[config.mk]
export PLATFORM = sky130hd
export DESIGN_NAME = rsec_top
export DESIGN_NICKNAME = d
export VERILOG_FILES = /design/src/logic/rsec_pkg.sv /design/src/logic/rsec_en_if.sv /design/src/logic/rsec_enable_sel.sv /design/src/logic/rsec_top.sv
export VERILOG_INCLUDE_DIRS = /design/src /design/src/logic
export SDC_FILE = /design/constraint.sdc
export NUM_CORES = 1
export LEC_CHECK = 0
export BUFFER_PORTS_ARGS = -buffer_cell sky130_fd_sc_hd__buf_4
export CAP_MARGIN = 20
export CORE_MARGIN = 1.5
export CORE_UTILIZATION = 55
export DETAILED_ROUTE_END_ITERATION = 7
export MAX_ROUTING_LAYER = met4
export PLACE_DENSITY = 0.79
export SLEW_MARGIN = 20
export SYNTH_ARGS = -nofsm -noshare
export SYNTH_HDL_FRONTEND = slang
export SYNTH_SLANG_ARGS = --single-unit
[constraint.sdc]
create_clock -name mclk -period 3.26 [get_ports mclk]
set_input_delay 0.326 -clock mclk [delete_from_list [all_inputs] [get_ports mclk]]
set_output_delay 0.326 -clock mclk [all_outputs]
set_load 0.1 [all_outputs]
[src/logic/rsec_map.svh]
// Register offsets, field positions and reset values for the regulator block
`ifndef RSEC_MAP_SVH
`define RSEC_MAP_SVH

// ---------------------------------------------------------------
// Register offsets
// ---------------------------------------------------------------
`define RSEC_REG_B_ENABLE_ADDR 8'h55
`define RSEC_REG_B_CONFIG_ADDR 8'h56
`define RSEC_REG_B_VOLTAGE_ADDR 8'h57
`define RSEC_REG_B_PIN_SEL_ADDR 8'h58
`define RSEC_SW_A_ENABLE_ADDR 8'h59
`define RSEC_SW_A_CONFIG_ADDR 8'h5a
`define RSEC_SW_A_PIN_SEL_ADDR 8'h5b

// ---------------------------------------------------------------
// Field positions
// ---------------------------------------------------------------
`define RSEC_SEQ_MSB 7
`define RSEC_SEQ_LSB 5
`define RSEC_EN_MSB 1
`define RSEC_EN_LSB 0
`define RSEC_CFG_SUPPLY_BIT 3
`define RSEC_CFG_ACT_DSC_BIT 2
`define RSEC_CFG_MODE_BIT 1
`define RSEC_CFG_LOWQ_BIT 1
`define RSEC_CFG_PSV_DSC_BIT 0
`define RSEC_VCODE_MSB 4
`define RSEC_REG_B_CFG_MASK 8'h0f
`define RSEC_SW_A_CFG_MASK 8'h07

// ---------------------------------------------------------------
// Reset values and voltage scale
// ---------------------------------------------------------------
`define RSEC_RST_EN_FIELD 2'h0
`define RSEC_RST_CFG 8'h00
`define RSEC_RST_VCODE 5'h00
`define RSEC_RST_PIN_SEL 8'h00
`define RSEC_VOUT_BASE_MV 13'h0384
`define RSEC_VOUT_STEP_MV 13'h0064

`endif

[src/logic/rsec_pkg.sv]
// Types and shared helpers for the regulator and switch enable block
package rsec_pkg;

  typedef enum logic [2:0] {
    RSEC_SEQ_OFF = 3'h0,
    RSEC_SEQ_ALWAYS_ON = 3'h1,
    RSEC_SEQ_BOOT_0 = 3'h2,
    RSEC_SEQ_BOOT_25 = 3'h3,
    RSEC_SEQ_BOOT_50 = 3'h4,
    RSEC_SEQ_RSVD_5 = 3'h5,
    RSEC_SEQ_RSVD_6 = 3'h6,
    RSEC_SEQ_REG_CTRL = 3'h7
  } rsec_seq_t;

  typedef enum logic [1:0] {
    RSEC_EN_OFF = 2'h0,
    RSEC_EN_ON = 2'h1,
    RSEC_EN_PINS = 2'h2,
    RSEC_EN_RSVD = 2'h3
  } rsec_en_field_t;

  // Enable requested by the register field, pins ORed when selected
  function automatic logic rsec_field_enable(
    input logic [1:0] field,
    input logic [7:0] pin_sel,
    input logic [7:0] pins
  );
    logic r;
    r = 1'b0;
    case (rsec_en_field_t'(field))
      RSEC_EN_ON: r = 1'b1;
      RSEC_EN_PINS: r = |(pin_sel & pins);
      default: r = 1'b0;
    endcase
    return r;
  endfunction

endpackage

[src/logic/rsec_en_if.sv]
// Carrier between the register bank and one enable selector
`timescale 1ns/1ns
interface rsec_en_if;
  logic [2:0] seq_code;
  logic [1:0] en_field;
  logic [7:0] pin_sel;
  logic [7:0] pins;
  logic always_on_ok;
  logic boot_0;
  logic boot_25;
  logic boot_50;
  logic boot_done;
  logic enable;

  modport bank (
    output seq_code, en_field, pin_sel, pins, always_on_ok,
    output boot_0, boot_25, boot_50, boot_done,
    input enable
  );
  modport sel (
    input seq_code, en_field, pin_sel, pins, always_on_ok,
    input boot_0, boot_25, boot_50, boot_done,
    output enable
  );
endinterface

[src/logic/rsec_enable_sel.sv]
// Start-up sequencing and enable selection for one output
`timescale 1ns/1ns
module rsec_enable_sel
  import rsec_pkg::*;
(
  // Clock and reset
  input wire logic mclk,
  input wire logic rst,
  // Bank side
  rsec_en_if.sel en
);

  logic enable_q;
  logic enable_d;
  logic field_en;

  // ---------------------------------------------------------------
  // Sequencing decode
  // ---------------------------------------------------------------
  // pins ORed
  assign field_en = rsec_field_enable(en.en_field, en.pin_sel, en.pins);

  always_comb begin
    enable_d = 1'b0;
    case (rsec_seq_t'(en.seq_code))
      RSEC_SEQ_OFF: enable_d = 1'b0;
      // Selector for the switch is wired with always_on_ok low
      RSEC_SEQ_ALWAYS_ON: enable_d = en.always_on_ok;
      RSEC_SEQ_BOOT_0: enable_d = en.boot_0;
      RSEC_SEQ_BOOT_25: enable_d = en.boot_25;
      RSEC_SEQ_BOOT_50: enable_d = en.boot_50;
      RSEC_SEQ_REG_CTRL: enable_d = en.boot_done & field_en;
      default: enable_d = 1'b0;
    endcase
  end

  always_ff @(posedge mclk or posedge rst) begin
    if (rst) begin
      enable_q <= 1'b0;
    end else begin
      enable_q <= enable_d;
    end
  end

  assign en.enable = enable_q;

endmodule

[src/logic/rsec_top.sv]
// Register bank and enable logic for regulator_b and load_switch_a
`timescale 1ns/1ns
`include "rsec_map.svh"

module rsec_top
  import rsec_pkg::*;
#(
  parameter int NUM_PINS = 8
)
(
  // Clock and reset
  input wire logic mclk,
  input wire logic rst,
  // Register access from the serial control engine
  input wire logic [7:0] reg_addr,
  input wire logic reg_wr,
  input wire logic [7:0] reg_wdata,
  input wire logic reg_rd,
  output logic [7:0] reg_rdata,
  output logic reg_rvalid,
  // Factory sequence codes and boot progress
  input wire logic [2:0] regulator_b_sequence_code,
  input wire logic [2:0] switch_a_sequence_code,
  input wire logic battery_present,
  input wire logic boot_at_0,
  input wire logic boot_at_25,
  input wire logic boot_at_50,
  input wire logic boot_done,
  // Power mode and protection
  input wire logic hard_reset_mode,
  input wire logic off_mode,
  input wire logic switch_a_prot_trip,
  // Control pins
  input wire logic [NUM_PINS-1:0] multipurpose_control_pin,
  // Regulator controls
  output logic regulator_b_enable,
  output logic regulator_b_switch_mode,
  output logic regulator_b_input_select,
  output logic regulator_b_active_discharge,
  output logic regulator_b_passive_discharge,
  output logic [4:0] regulator_b_voltage_code,
  output logic [12:0] regulator_b_voltage_mv,
  // Switch controls
  output logic switch_a_enable,
  output logic switch_a_active_discharge,
  output logic switch_a_passive_discharge
);

  // ---------------------------------------------------------------
  // Storage
  // ---------------------------------------------------------------
  logic [1:0] reg_b_en_q;
  logic [3:0] reg_b_cfg_q;
  logic [4:0] reg_b_vcode_q;
  logic [7:0] reg_b_pin_sel_q;
  logic [1:0] sw_a_en_q;
  logic [2:0] sw_a_cfg_q;
  logic [7:0] sw_a_pin_sel_q;
  logic mode_q;
  logic [NUM_PINS-1:0] pin_s1_q;
  logic [NUM_PINS-1:0] pin_s2_q;
  logic [NUM_PINS-1:0] pin_s3_q;
  logic [NUM_PINS-1:0] pin_q;
  logic off_mode_q;
  logic [7:0] rdata_q;
  logic rvalid_q;
  logic [12:0] vout_q;
  logic rb_dsc_act_q;
  logic rb_dsc_psv_q;
  logic sw_dsc_act_q;
  logic sw_dsc_psv_q;
  logic sw_en_q;

  // ---------------------------------------------------------------
  // Address decode
  // ---------------------------------------------------------------
  wire sel_rb_en = reg_addr == `RSEC_REG_B_ENABLE_ADDR;
  wire sel_rb_cfg = reg_addr == `RSEC_REG_B_CONFIG_ADDR;
  wire sel_rb_v = reg_addr == `RSEC_REG_B_VOLTAGE_ADDR;
  wire sel_rb_pin = reg_addr == `RSEC_REG_B_PIN_SEL_ADDR;
  wire sel_sw_en = reg_addr == `RSEC_SW_A_ENABLE_ADDR;
  wire sel_sw_cfg = reg_addr == `RSEC_SW_A_CONFIG_ADDR;
  wire sel_sw_pin = reg_addr == `RSEC_SW_A_PIN_SEL_ADDR;

  // reserved bits zero, sequence codes read only
  wire [7:0] rd_mux =
    sel_rb_en ? {regulator_b_sequence_code, 3'h0, reg_b_en_q} :
    sel_rb_cfg ? {4'h0, reg_b_cfg_q} :
    sel_rb_v ? {3'h0, reg_b_vcode_q} :
    sel_rb_pin ? reg_b_pin_sel_q :
    sel_sw_en ? {switch_a_sequence_code, 3'h0, sw_a_en_q} :
    sel_sw_cfg ? {5'h0, sw_a_cfg_q} :
    sel_sw_pin ? sw_a_pin_sel_q : 8'h00;

  // ---------------------------------------------------------------
  // Register writes
  // ---------------------------------------------------------------
  // only writable fields stored
  always_ff @(posedge mclk or posedge rst) begin
    if (rst) begin
      reg_b_en_q <= `RSEC_RST_EN_FIELD;
      reg_b_cfg_q <= 4'(`RSEC_RST_CFG);
      reg_b_vcode_q <= `RSEC_RST_VCODE;
      reg_b_pin_sel_q <= `RSEC_RST_PIN_SEL;
      sw_a_en_q <= `RSEC_RST_EN_FIELD;
      sw_a_cfg_q <= 3'(`RSEC_RST_CFG);
      sw_a_pin_sel_q <= `RSEC_RST_PIN_SEL;
    end else if (reg_wr) begin
      if (sel_rb_en) reg_b_en_q <= reg_wdata[`RSEC_EN_MSB:`RSEC_EN_LSB];
      if (sel_rb_cfg) begin
        reg_b_cfg_q <= 4'(reg_wdata & `RSEC_REG_B_CFG_MASK);
      end
      if (sel_rb_v) reg_b_vcode_q <= reg_wdata[`RSEC_VCODE_MSB:0];
      if (sel_rb_pin) reg_b_pin_sel_q <= reg_wdata;
      if (sel_sw_en) sw_a_en_q <= reg_wdata[`RSEC_EN_MSB:`RSEC_EN_LSB];
      if (sel_sw_cfg) begin
        sw_a_cfg_q <= 3'(reg_wdata & `RSEC_SW_A_CFG_MASK);
      end
      if (sel_sw_pin) sw_a_pin_sel_q <= reg_wdata;
    end
  end

  // Read data registered, one cycle after the strobe
  always_ff @(posedge mclk or posedge rst) begin
    if (rst) begin
      rdata_q <= 8'h00;
      rvalid_q <= 1'b0;
    end else begin
      rvalid_q <= reg_rd;
      if (reg_rd) rdata_q <= rd_mux;
    end
  end

  assign reg_rdata = rdata_q;
  assign reg_rvalid = rvalid_q;

  // ---------------------------------------------------------------
  // Control pin synchroniser
  // ---------------------------------------------------------------
  // Pins are asynchronous; third stage filters a single-cycle glitch
  always_ff @(posedge mclk or posedge rst) begin
    if (rst) begin
      pin_s1_q <= '0;
      pin_s2_q <= '0;
      pin_s3_q <= '0;
      pin_q <= '0;
    end else begin
      pin_s1_q <= multipurpose_control_pin;
      pin_s2_q <= pin_s1_q;
      pin_s3_q <= pin_s2_q;
      for (int i = 0; i < NUM_PINS; i++) begin
        if (pin_s2_q[i] == pin_s3_q[i]) pin_q[i] <= pin_s3_q[i];
      end
    end
  end

  wire [7:0] pins8 = 8'(pin_q);

  // ---------------------------------------------------------------
  // Enable selectors
  // ---------------------------------------------------------------
  rsec_en_if rb_if();
  rsec_en_if sw_if();

  assign rb_if.seq_code = regulator_b_sequence_code;
  assign rb_if.en_field = reg_b_en_q;
  assign rb_if.pin_sel = reg_b_pin_sel_q;
  assign rb_if.pins = pins8;
  assign rb_if.always_on_ok = battery_present;
  assign rb_if.boot_0 = boot_at_0;
  assign rb_if.boot_25 = boot_at_25;
  assign rb_if.boot_50 = boot_at_50;
  assign rb_if.boot_done = boot_done;

  assign sw_if.seq_code = switch_a_sequence_code;
  assign sw_if.en_field = sw_a_en_q;
  assign sw_if.pin_sel = sw_a_pin_sel_q;
  assign sw_if.pins = pins8;
  // Code 001 is reserved for the switch, so it stays off
  assign sw_if.always_on_ok = 1'b0;
  assign sw_if.boot_0 = boot_at_0;
  assign sw_if.boot_25 = boot_at_25;
  assign sw_if.boot_50 = boot_at_50;
  assign sw_if.boot_done = boot_done;

  rsec_enable_sel u_rb_sel (
    .mclk(mclk),
    .rst(rst),
    .en(rb_if.sel)
  );

  rsec_enable_sel u_sw_sel (
    .mclk(mclk),
    .rst(rst),
    .en(sw_if.sel)
  );

  // ---------------------------------------------------------------
  // Outputs
  // ---------------------------------------------------------------
  // trip only kills switch when protection on
  wire sw_prot_off = switch_a_prot_trip & ~sw_a_cfg_q[`RSEC_CFG_LOWQ_BIT];
  wire sw_en_d = sw_if.enable & ~sw_prot_off;
  wire off_entry = off_mode & ~off_mode_q;
  wire rb_en = rb_if.enable;

  always_ff @(posedge mclk or posedge rst) begin
    if (rst) begin
      mode_q <= 1'b0;
      off_mode_q <= 1'b0;
      vout_q <= `RSEC_VOUT_BASE_MV;
      rb_dsc_act_q <= 1'b0;
      rb_dsc_psv_q <= 1'b0;
      sw_dsc_act_q <= 1'b0;
      sw_dsc_psv_q <= 1'b0;
      sw_en_q <= 1'b0;
    end else begin
      // mode follows register only while disabled
      if (!rb_en) mode_q <= reg_b_cfg_q[`RSEC_CFG_MODE_BIT];
      off_mode_q <= off_mode;
      vout_q <= `RSEC_VOUT_BASE_MV + `RSEC_VOUT_STEP_MV *
                13'(reg_b_vcode_q);
      rb_dsc_act_q <= hard_reset_mode |
        (reg_b_cfg_q[`RSEC_CFG_ACT_DSC_BIT] & ~rb_en);
      rb_dsc_psv_q <= hard_reset_mode |
        (reg_b_cfg_q[`RSEC_CFG_PSV_DSC_BIT] & ~rb_en);
      sw_en_q <= sw_en_d;
      sw_dsc_act_q <= hard_reset_mode |
        (sw_a_cfg_q[`RSEC_CFG_ACT_DSC_BIT] & ~sw_en_d);
      sw_dsc_psv_q <= hard_reset_mode | off_entry |
        (sw_a_cfg_q[`RSEC_CFG_PSV_DSC_BIT] & ~sw_en_d);
    end
  end

  assign regulator_b_enable = rb_en;
  assign regulator_b_switch_mode = mode_q;
  assign regulator_b_input_select = reg_b_cfg_q[`RSEC_CFG_SUPPLY_BIT];
  assign regulator_b_active_discharge = rb_dsc_act_q;
  assign regulator_b_passive_discharge = rb_dsc_psv_q;
  assign regulator_b_voltage_code = reg_b_vcode_q;
  assign regulator_b_voltage_mv = vout_q;
  assign switch_a_enable = sw_en_q;
  assign switch_a_active_discharge = sw_dsc_act_q;
  assign switch_a_passive_discharge = sw_dsc_psv_q;

endmodule

==> metrics.csv, run 1 <==
metric;value;unit
Routed Antenna Nets;0;
post-layout util;68.0;%
post-synthesis adder-cell area fraction;8.45;%
Synth area leaders;dfrtp_1 54%, mux2_2 7.1%, ha_1 6.0%;
Num CTS Buffers;9;
main combinational cell family by area after synthesis;multiplexers;
die height;89.8;um
core area;7290;um^2
CTS tree;yes;
logic gate share of total power;20.1;%
Initial Util;56.9;%
H-tree levels;3;
WL/cell;16.5;um
row cnt;31;
Peak VDD IR;0.292;mV
simple-gate area share of the yosys netlist;7.12;%
result of the run;finished, final reports clean;
drt first-iter violations;132;
worst skew pair latency;370;ps
pin count of the biggest net entering global routing;54;
Critical Path Max Stage Delay;460;ps
DRC viols;0;
Crit. End Element;flip-flop;
Yosys Warn Count;0;
mux cell area share after synthesis;12.3;%
number of synthesized flops with an enable pin;0;
Mapped Area;4150;um^2
RSZ-0062 raised after global routing;false;
GRT Residual Overflow;0;
Avg Vias per Cell;5.62;
CP max stage cell;dfrtp_1;
Routability Congestion;0.890;
Synth async-reset ratio;100;%
final worst path period need;2680;ps
vias in the first global route;2820;
synthesized instance count;309;
post_cts resized;0;
Worst Path Buf+Inv;0;
Final nets;448;
switching pwr;841;uW
Setup Fix Bufs, Post-CTS;0;
Sum Neg Setup Slack;0;ps
Top Family by Delay on Critical Path;adder cells;
PwrDens;510;nW/um^2
Synth Area in XOR/XNOR;2.75;%
Reg power frac;50.5;%
crit path kind;flip-flop to flip-flop;
IO Count;77;
Post-CTS Hold Buffers;0;
most frequent cells after synthesis;89 x dfrtp_1, 26 x mux2_2, 20 x ha_1;
Rel. slew slack;52.7;%
drt first pass iters;4;
clock root buffer;clkbuf_8;
die area;8070;um^2
post-DP HPWL;5940;um
final hold vios;0;
crit-path cells;ha_1, ha_1, ha_1, fa_1, a21o_1, a21oi_1, xnor2_1, o41ai_2, xnor2_1;
top_reg_cell synth;dfrtp_1;
Global Route Usage Sum;22.5;%
CP Data Required Time;3510;ps
Synth top area share;53.7;%
initial antenna violation count;0;
Final Max Slew Viols;0;
clock transition at the registers of the reported paths;90;ps
Seq/Total Area, Yosys;56.2;%
CP max FO;6;
die width;89.8;um
Final setup viols;0;
CTS max path bufs;2;
Period Utilization, post-route;82.3;%
#FFs+latches synth;93;
first-pass GRT wire length;13900;um
most frequent cell after synthesis;dfrtp_1;
ANT cells;0;
Final Skew;12.4;ps
layout cells sized above 1;33.8;%
Area Overhead vs Synth;19.5;%
Clk pwr share;29.4;%
worst-margin pin slew;710;ps
cell taking the most area after synthesis;dfrtp_1;
port bufs;74;
startpoint types;flip-flop;
leakage dissipation;0.00250;uW
worst hold path class;input pin to async pin;
Switching Fraction;33.3;%
crit path DAT;2930;ps
most used cell, CP;ha_1;
routed vias;2746;
Sink Count;93;
max-cap violation count;0;
Fmax achieved;0.373;GHz
Pint;1690;uW
drt total wl;8070;um
Compound-Gate Fraction of Synth Area;9.60;%
synthesized area per cell;13.4;um^2
post-synthesis cell type count;52;
[final timing paths]
path | startpoint | end | slack [ps] | cells past startpoint
worst max-delay path | regulator_b_voltage_code[1] | regulator_b_voltage_mv[11] | 580 | 9
worst min-delay path | rst | regulator_b_voltage_mv[12] | 40 | 2
worst max register to register | regulator_b_voltage_code[1] | regulator_b_voltage_mv[11] | 580 | 9
worst min register to register | pin_s1_q[0] | pin_s2_q[0] | 360 | 0
max in group asynchronous | rst | pin_s2_q[7] | 2530 | 3
min in group mclk | multipurpose_control_pin[6] | pin_s1_q[6] | 60 | 1
[metrics by stage]
stage	hold slack, ps	total power (uW)	cell area, um^2	std cells	setup WS, ps
finish	42.5	2530	4960	489	577
global route	51.8	2620	4960	489	379
CTS	55.2	2540	4960	489	586
detailed placement	336	1810	4760	473	604
global placement	332	1800	4760	473	678
floorplan	331	1670	4150	310	113
[state kept, by name (all words and copies together), names as in the netlist, 3 cells and up]
signal,cells
sw_a_cfg_q,3
rb_if.pin_sel,8
pin_s2_q,8
reg_b_cfg_q,4
pin_s1_q,8
pin_s3_q,8
pin_q,8
sw_a_pin_sel_q,8
reg_rdata,8
regulator_b_voltage_mv,11
regulator_b_voltage_code,5
[power by group through the flow]
stage	sequential (uW)	clock, uW	combinational (uW)
after floorplan	1510	0	152
after detailed placement	1300	0	509
after global routing	1290	799	537
after global placement	1300	0	503
final	1280	743	508
after CTS	1280	757	510
[cell usage in the layout (no fill, tap or decap), types with 3 or more instances in the layout]
| master | synthesis | layout |
|---|---|---|
| dfrtp_1 | 89 | 89 |
| buf_4 | 2 | 74 |
| mux2_2 | 26 | 26 |
| ha_1 | 20 | 20 |
| nand2_1 | 14 | 14 |
| inv_1 | 15 | 14 |
| a22oi_1 | 13 | 13 |
| a21oi_1 | 12 | 12 |
| o21ai_0 | 10 | 10 |
| clkbuf_8 | 0 | 10 |
| mux2_1 | 9 | 9 |
| maj3_1 | 8 | 8 |
| nor2_1 | 7 | 7 |
| xnor2_1 | 7 | 7 |
| xor2_1 | 6 | 6 |
| nand3_1 | 5 | 5 |
| a21o_1 | 5 | 5 |
| nand2b_1 | 4 | 4 |
| mux2i_1 | 4 | 4 |
| dfstp_2 | 4 | 4 |
| nand4_1 | 3 | 3 |
| a32oi_1 | 3 | 3 |
[routing by layer]
| layer | GRT usage [%] | share of wire, % |
|---|---|---|
| met2 | 33.8 | 49 |
| met5 | - | 0 |
| met1 | 31.7 | 45 |
| met4 | 7.28 | 1.1 |
| met3 | 3.55 | 4.9 |
[worst register-to-register path, stage by stage (launching register included)]
cell     delay, ps
dfrtp_1        460
ha_1           320
ha_1           290
ha_1           230
fa_1           400
a21o_1         200
a21oi_1        170
xnor2_1        220
o41ai_2        150
xnor2_1        150
[final cells by class]
| type | count | area, um^2 |
|---|---|---|
| well taps | 99 | 124 |
| clock buffers | 10 | 138 |
| repair buffers | 75 | 576 |
| inverters | 15 | 57.6 |
| fillers | 563 | 2340 |
| flip-flops and latches | 93 | 2330 |
| multi-input cells | 191 | 1670 |
| clock inverters | 6 | 55.1 |
[logic make-up (layout without fill, tap and decap cells)]
logic type | after synthesis | after routing
fa+ha+maj | 29 | 29
mux | 43 | 43
flops | 93 | 93
xor+xnor | 13 | 13
simple gates | 47 | 47
compound gates | 57 | 57
buf+inv | 26 | 106
other cells | 1 | 2
Note: power is estimated with default switching activity, not from simulation.
==> run 2, diff against run 1 <==
ABC_AREA = 1   (was not set)
CORE_UTILIZATION = 56   (was 55)
PLACE_DENSITY = 0.8   (was 0.79)
clock period = 2.7 ns   (was 3.26 ns; I/O delays follow)
==> run 2 against run 1 <==
Clock power increased by 31%. Worst hold slack got worse by 33 ps. Critical path depth is the same. Sequential power increased by 20%. Cell count rose by 29%. Non-clock buffer count is 3 higher. Routed wire length grew 10%. Via count up 18%. Register-to-register slack worse by 410 ps. Area after synthesis increased by 4.7%. Sequential share of layout area is 2.2 points lower. Largest cell class unchanged. Highest routed layer unchanged.
==> metrics.csv, run 2 <==
metric;value;unit;change
result of the run;finished, final reports clean;;
CTS max path bufs;2;;unchanged
Final Skew;8.37;ps;-4.03 ps
Finished Cell Area;5220;um^2;+5.3%
Crit. End Element;flip-flop;;
Sink Count;93;;unchanged
H-tree levels;3;;unchanged
initial antenna violation count;0;;unchanged
Synth top area share;51.3;%;-2.4 points
vias in the first global route;3053;;+8.3%
drt first-iter violations;196;;+48%
Mapped Area;4340;um^2;+4.7%
DRC viols;0;;unchanged
Peak VDD IR;0.635;mV;+120%
GRT Residual Overflow;0;;unchanged
die height;91.1;um;+1.4%
pin count of the biggest net entering global routing;94;;+74%
row cnt;31;;unchanged
Inst Count DP;611;;+29%
RSZ-0062 raised after global routing;false;;
met3 GRT Util;3.43;%;-0.12 points
commonest non-fill, non-tap cell in the layout;nand2_1;;
clock transition at the registers of the reported paths;90;ps;about the same
met2 usage;37.1;%;+3.3 points
routed vias;3254;;+18%
Critical Path Max Stage Delay;460;ps;about the same
max-cap violation count;0;;unchanged
Routability Congestion;0.956;;+7.4%
crit path DAT;2810;ps;-120 ps
max FFs per register;11;;unchanged
core area;7370;um^2;+1.1%
post-DP HPWL;6690;um;+13%
Sum Neg Setup Slack;0;ps;unchanged
top_reg_cell synth;dfrtp_1;;
commonest cells after routing, fill and taps aside;107 x nand2_1, 84 x dfrtp_1, 75 x buf_4;;
Final nets;588;;+31%
drt total wl;8900;um;+10%
leakage dissipation;0.00269;uW;+7.6%
Num CTS Buffers;9;;unchanged
final hold vios;0;;unchanged
Period Utilization, post-route;94.0;%;+12 points
Fmax achieved;0.394;GHz;+5.7%
CTS tree;yes;;
Fillers;576;;+2.3%
number of synthesized flops with an enable pin;0;;unchanged
first-pass GRT wire length;14800;um;+6.6%
gr busiest metal;met2;;
Avg Vias per Cell;5.17;;-7.9%
most used cell, CP;ha_1;;
crit-path cells;ha_1, ha_1, ha_1, fa_1, xnor2_1, nor3b_2, nand2_1, nand2_1, xor2_1;;
Final setup viols;0;;unchanged
Yosys Warn Count;0;;unchanged
drt first pass iters;4;;unchanged
post-layout util;70.8;%;+2.8 points
post-synthesis cell type count;39;;-25%
Global Route Usage Sum;23.6;%;+1.2 points
crit path kind;flip-flop to flip-flop;;
port bufs;74;;unchanged
Hold WS;9.62;ps;-32.8 ps
final worst path period need;2540;ps;-146 ps
Final Max Slew Viols;0;;unchanged
die area;8290;um^2;+2.8%
most frequent cells after synthesis;107 x nand2_1, 89 x dfrtp_1, 50 x inv_1;;
Initial Util;58.9;%;+2.1 points
worst hold path class;input pin to flip-flop;;
Seq/Total Area, Yosys;53.7;%;-2.5 points
Routed Antenna Nets;0;;unchanged
layout cells sized above 1;26.0;%;-7.8 points
Area Overhead vs Synth;20.2;%;
CP Data Required Time;2970;ps;-540 ps
PwrDens;597;nW/um^2;+17%
synthesized instance count;445;;+44%
worst skew pair latency;360;ps;about the same
die width;91.1;um;+1.4%
GR Layer Usage met1;31.3;%;-0.45 points
CP max stage cell;dfrtp_2;;
ANT cells;0;;unchanged
Synth async-reset ratio;100;%;unchanged
IO Count;77;;unchanged
most frequent cell after synthesis;nand2_1;;
cell taking the most area after synthesis;dfrtp_1;;
CP max FO;6;;unchanged
Finished Layout Cells;629;;+29%
synthesized area per cell;9.76;um^2;-27%
WL/cell;14.1;um;-14%
DP Area;4980;um^2;+4.5%
clock root buffer;clkbuf_8;;
#FFs+latches synth;93;;unchanged
startpoint types;flip-flop;;
Synth area leaders;dfrtp_1 51%, nand2_1 9.2%, ha_1 5.8%;;
==> run 2: cell types whose count changed after synthesis, sizes merged, moves of 10 or more <==
cell,delta
nand2,+98
mux2,-37
nand3,+11
nand4,+18
inv,+41
o21ai,+36
nor2,+10
a22oi,-13
==> run 2: cells by family after synthesis <==
| logic type | after synthesis | share of synthesized area, % |
|---|---|---|
| XOR/XNOR | 12 | 2.42 |
| AO/OA/AOI/OAI | 67 | 9.45 |
| buffers and inverters | 66 | 6.80 |
| flip-flops | 93 | 53.7 |
| AND/OR/NAND/NOR | 177 | 19.5 |
| other | 1 | 0.0863 |
| adder cells (fa/ha/maj) | 29 | 8.07 |
==> run 2: per-stage QoR <==
step                      setup WS (ps)  power, uW
after floorplan                   -36.8       2000
after global placement              264       2150
after detailed placement            168       2170
after CTS                           153       3130
after global routing               32.0       3240
final                               163       3110
==> run 2: path summary, 6_finish.rpt <==
| kind | slack (ps) | depth (start not counted) | start | end |
|---|---|---|---|---|
| min in group asynchronous | 30 | 3 | rst | pin_s2_q[4] |
| max in group asynchronous | 2280 | 3 | rst | regulator_b_voltage_mv[9] |
| worst max-delay path | 160 | 9 | regulator_b_voltage_code[1] | regulator_b_voltage_mv[11] |
| worst max register to register | 160 | 9 | regulator_b_voltage_code[1] | regulator_b_voltage_mv[11] |
| worst min register to register | 360 | 0 | pin_s1_q[0] | pin_s2_q[0] |
| worst min-delay path | 10 | 1 | multipurpose_control_pin[7] | pin_s1_q[7] |
==> run 2: area by class of cell <==
cell class              count  area [um^2]  area share (%)
clock inverters             4         55.1            1.05
inverters                  56          214            4.10
flip-flops and latches     93         2340            44.8
multi-input cells         287         1720            32.9
well taps                  99          124            2.37
repair buffers             78          603            11.6
clock buffers              12          165            3.16
==> run 2: where the power goes <==
group / switching (uW) / internal (uW)
sequential: 55.0 / 1480
clock: 466 / 507
combinational: 441 / 160
==> run 2: layer usage <==
layer / vias to the layer above / wire [um]
met3: 18 / 396
met2: 100 / 4360
met5: - / 0
met1: 1527 / 3950
met4: 0 / 192
li1: 1609 / -
==> run 2: repair_timing <==
item / in CTS / in global routing
hold buffers: 0 / 2
resized for setup: 0 / 0
setup endpoints to repair: 0 / 0
setup buffers: 0 / 0
hold endpoints to repair: 0 / 2
==> run 2: critical path, delay by kind of cell (launching register included) <==
kind                     cells  cell delay (ps)
XOR/XNOR                     2              350
adder cells (fa/ha/maj)      4             1230
flip-flops                   1              460
AND/OR/NAND/NOR              3              410
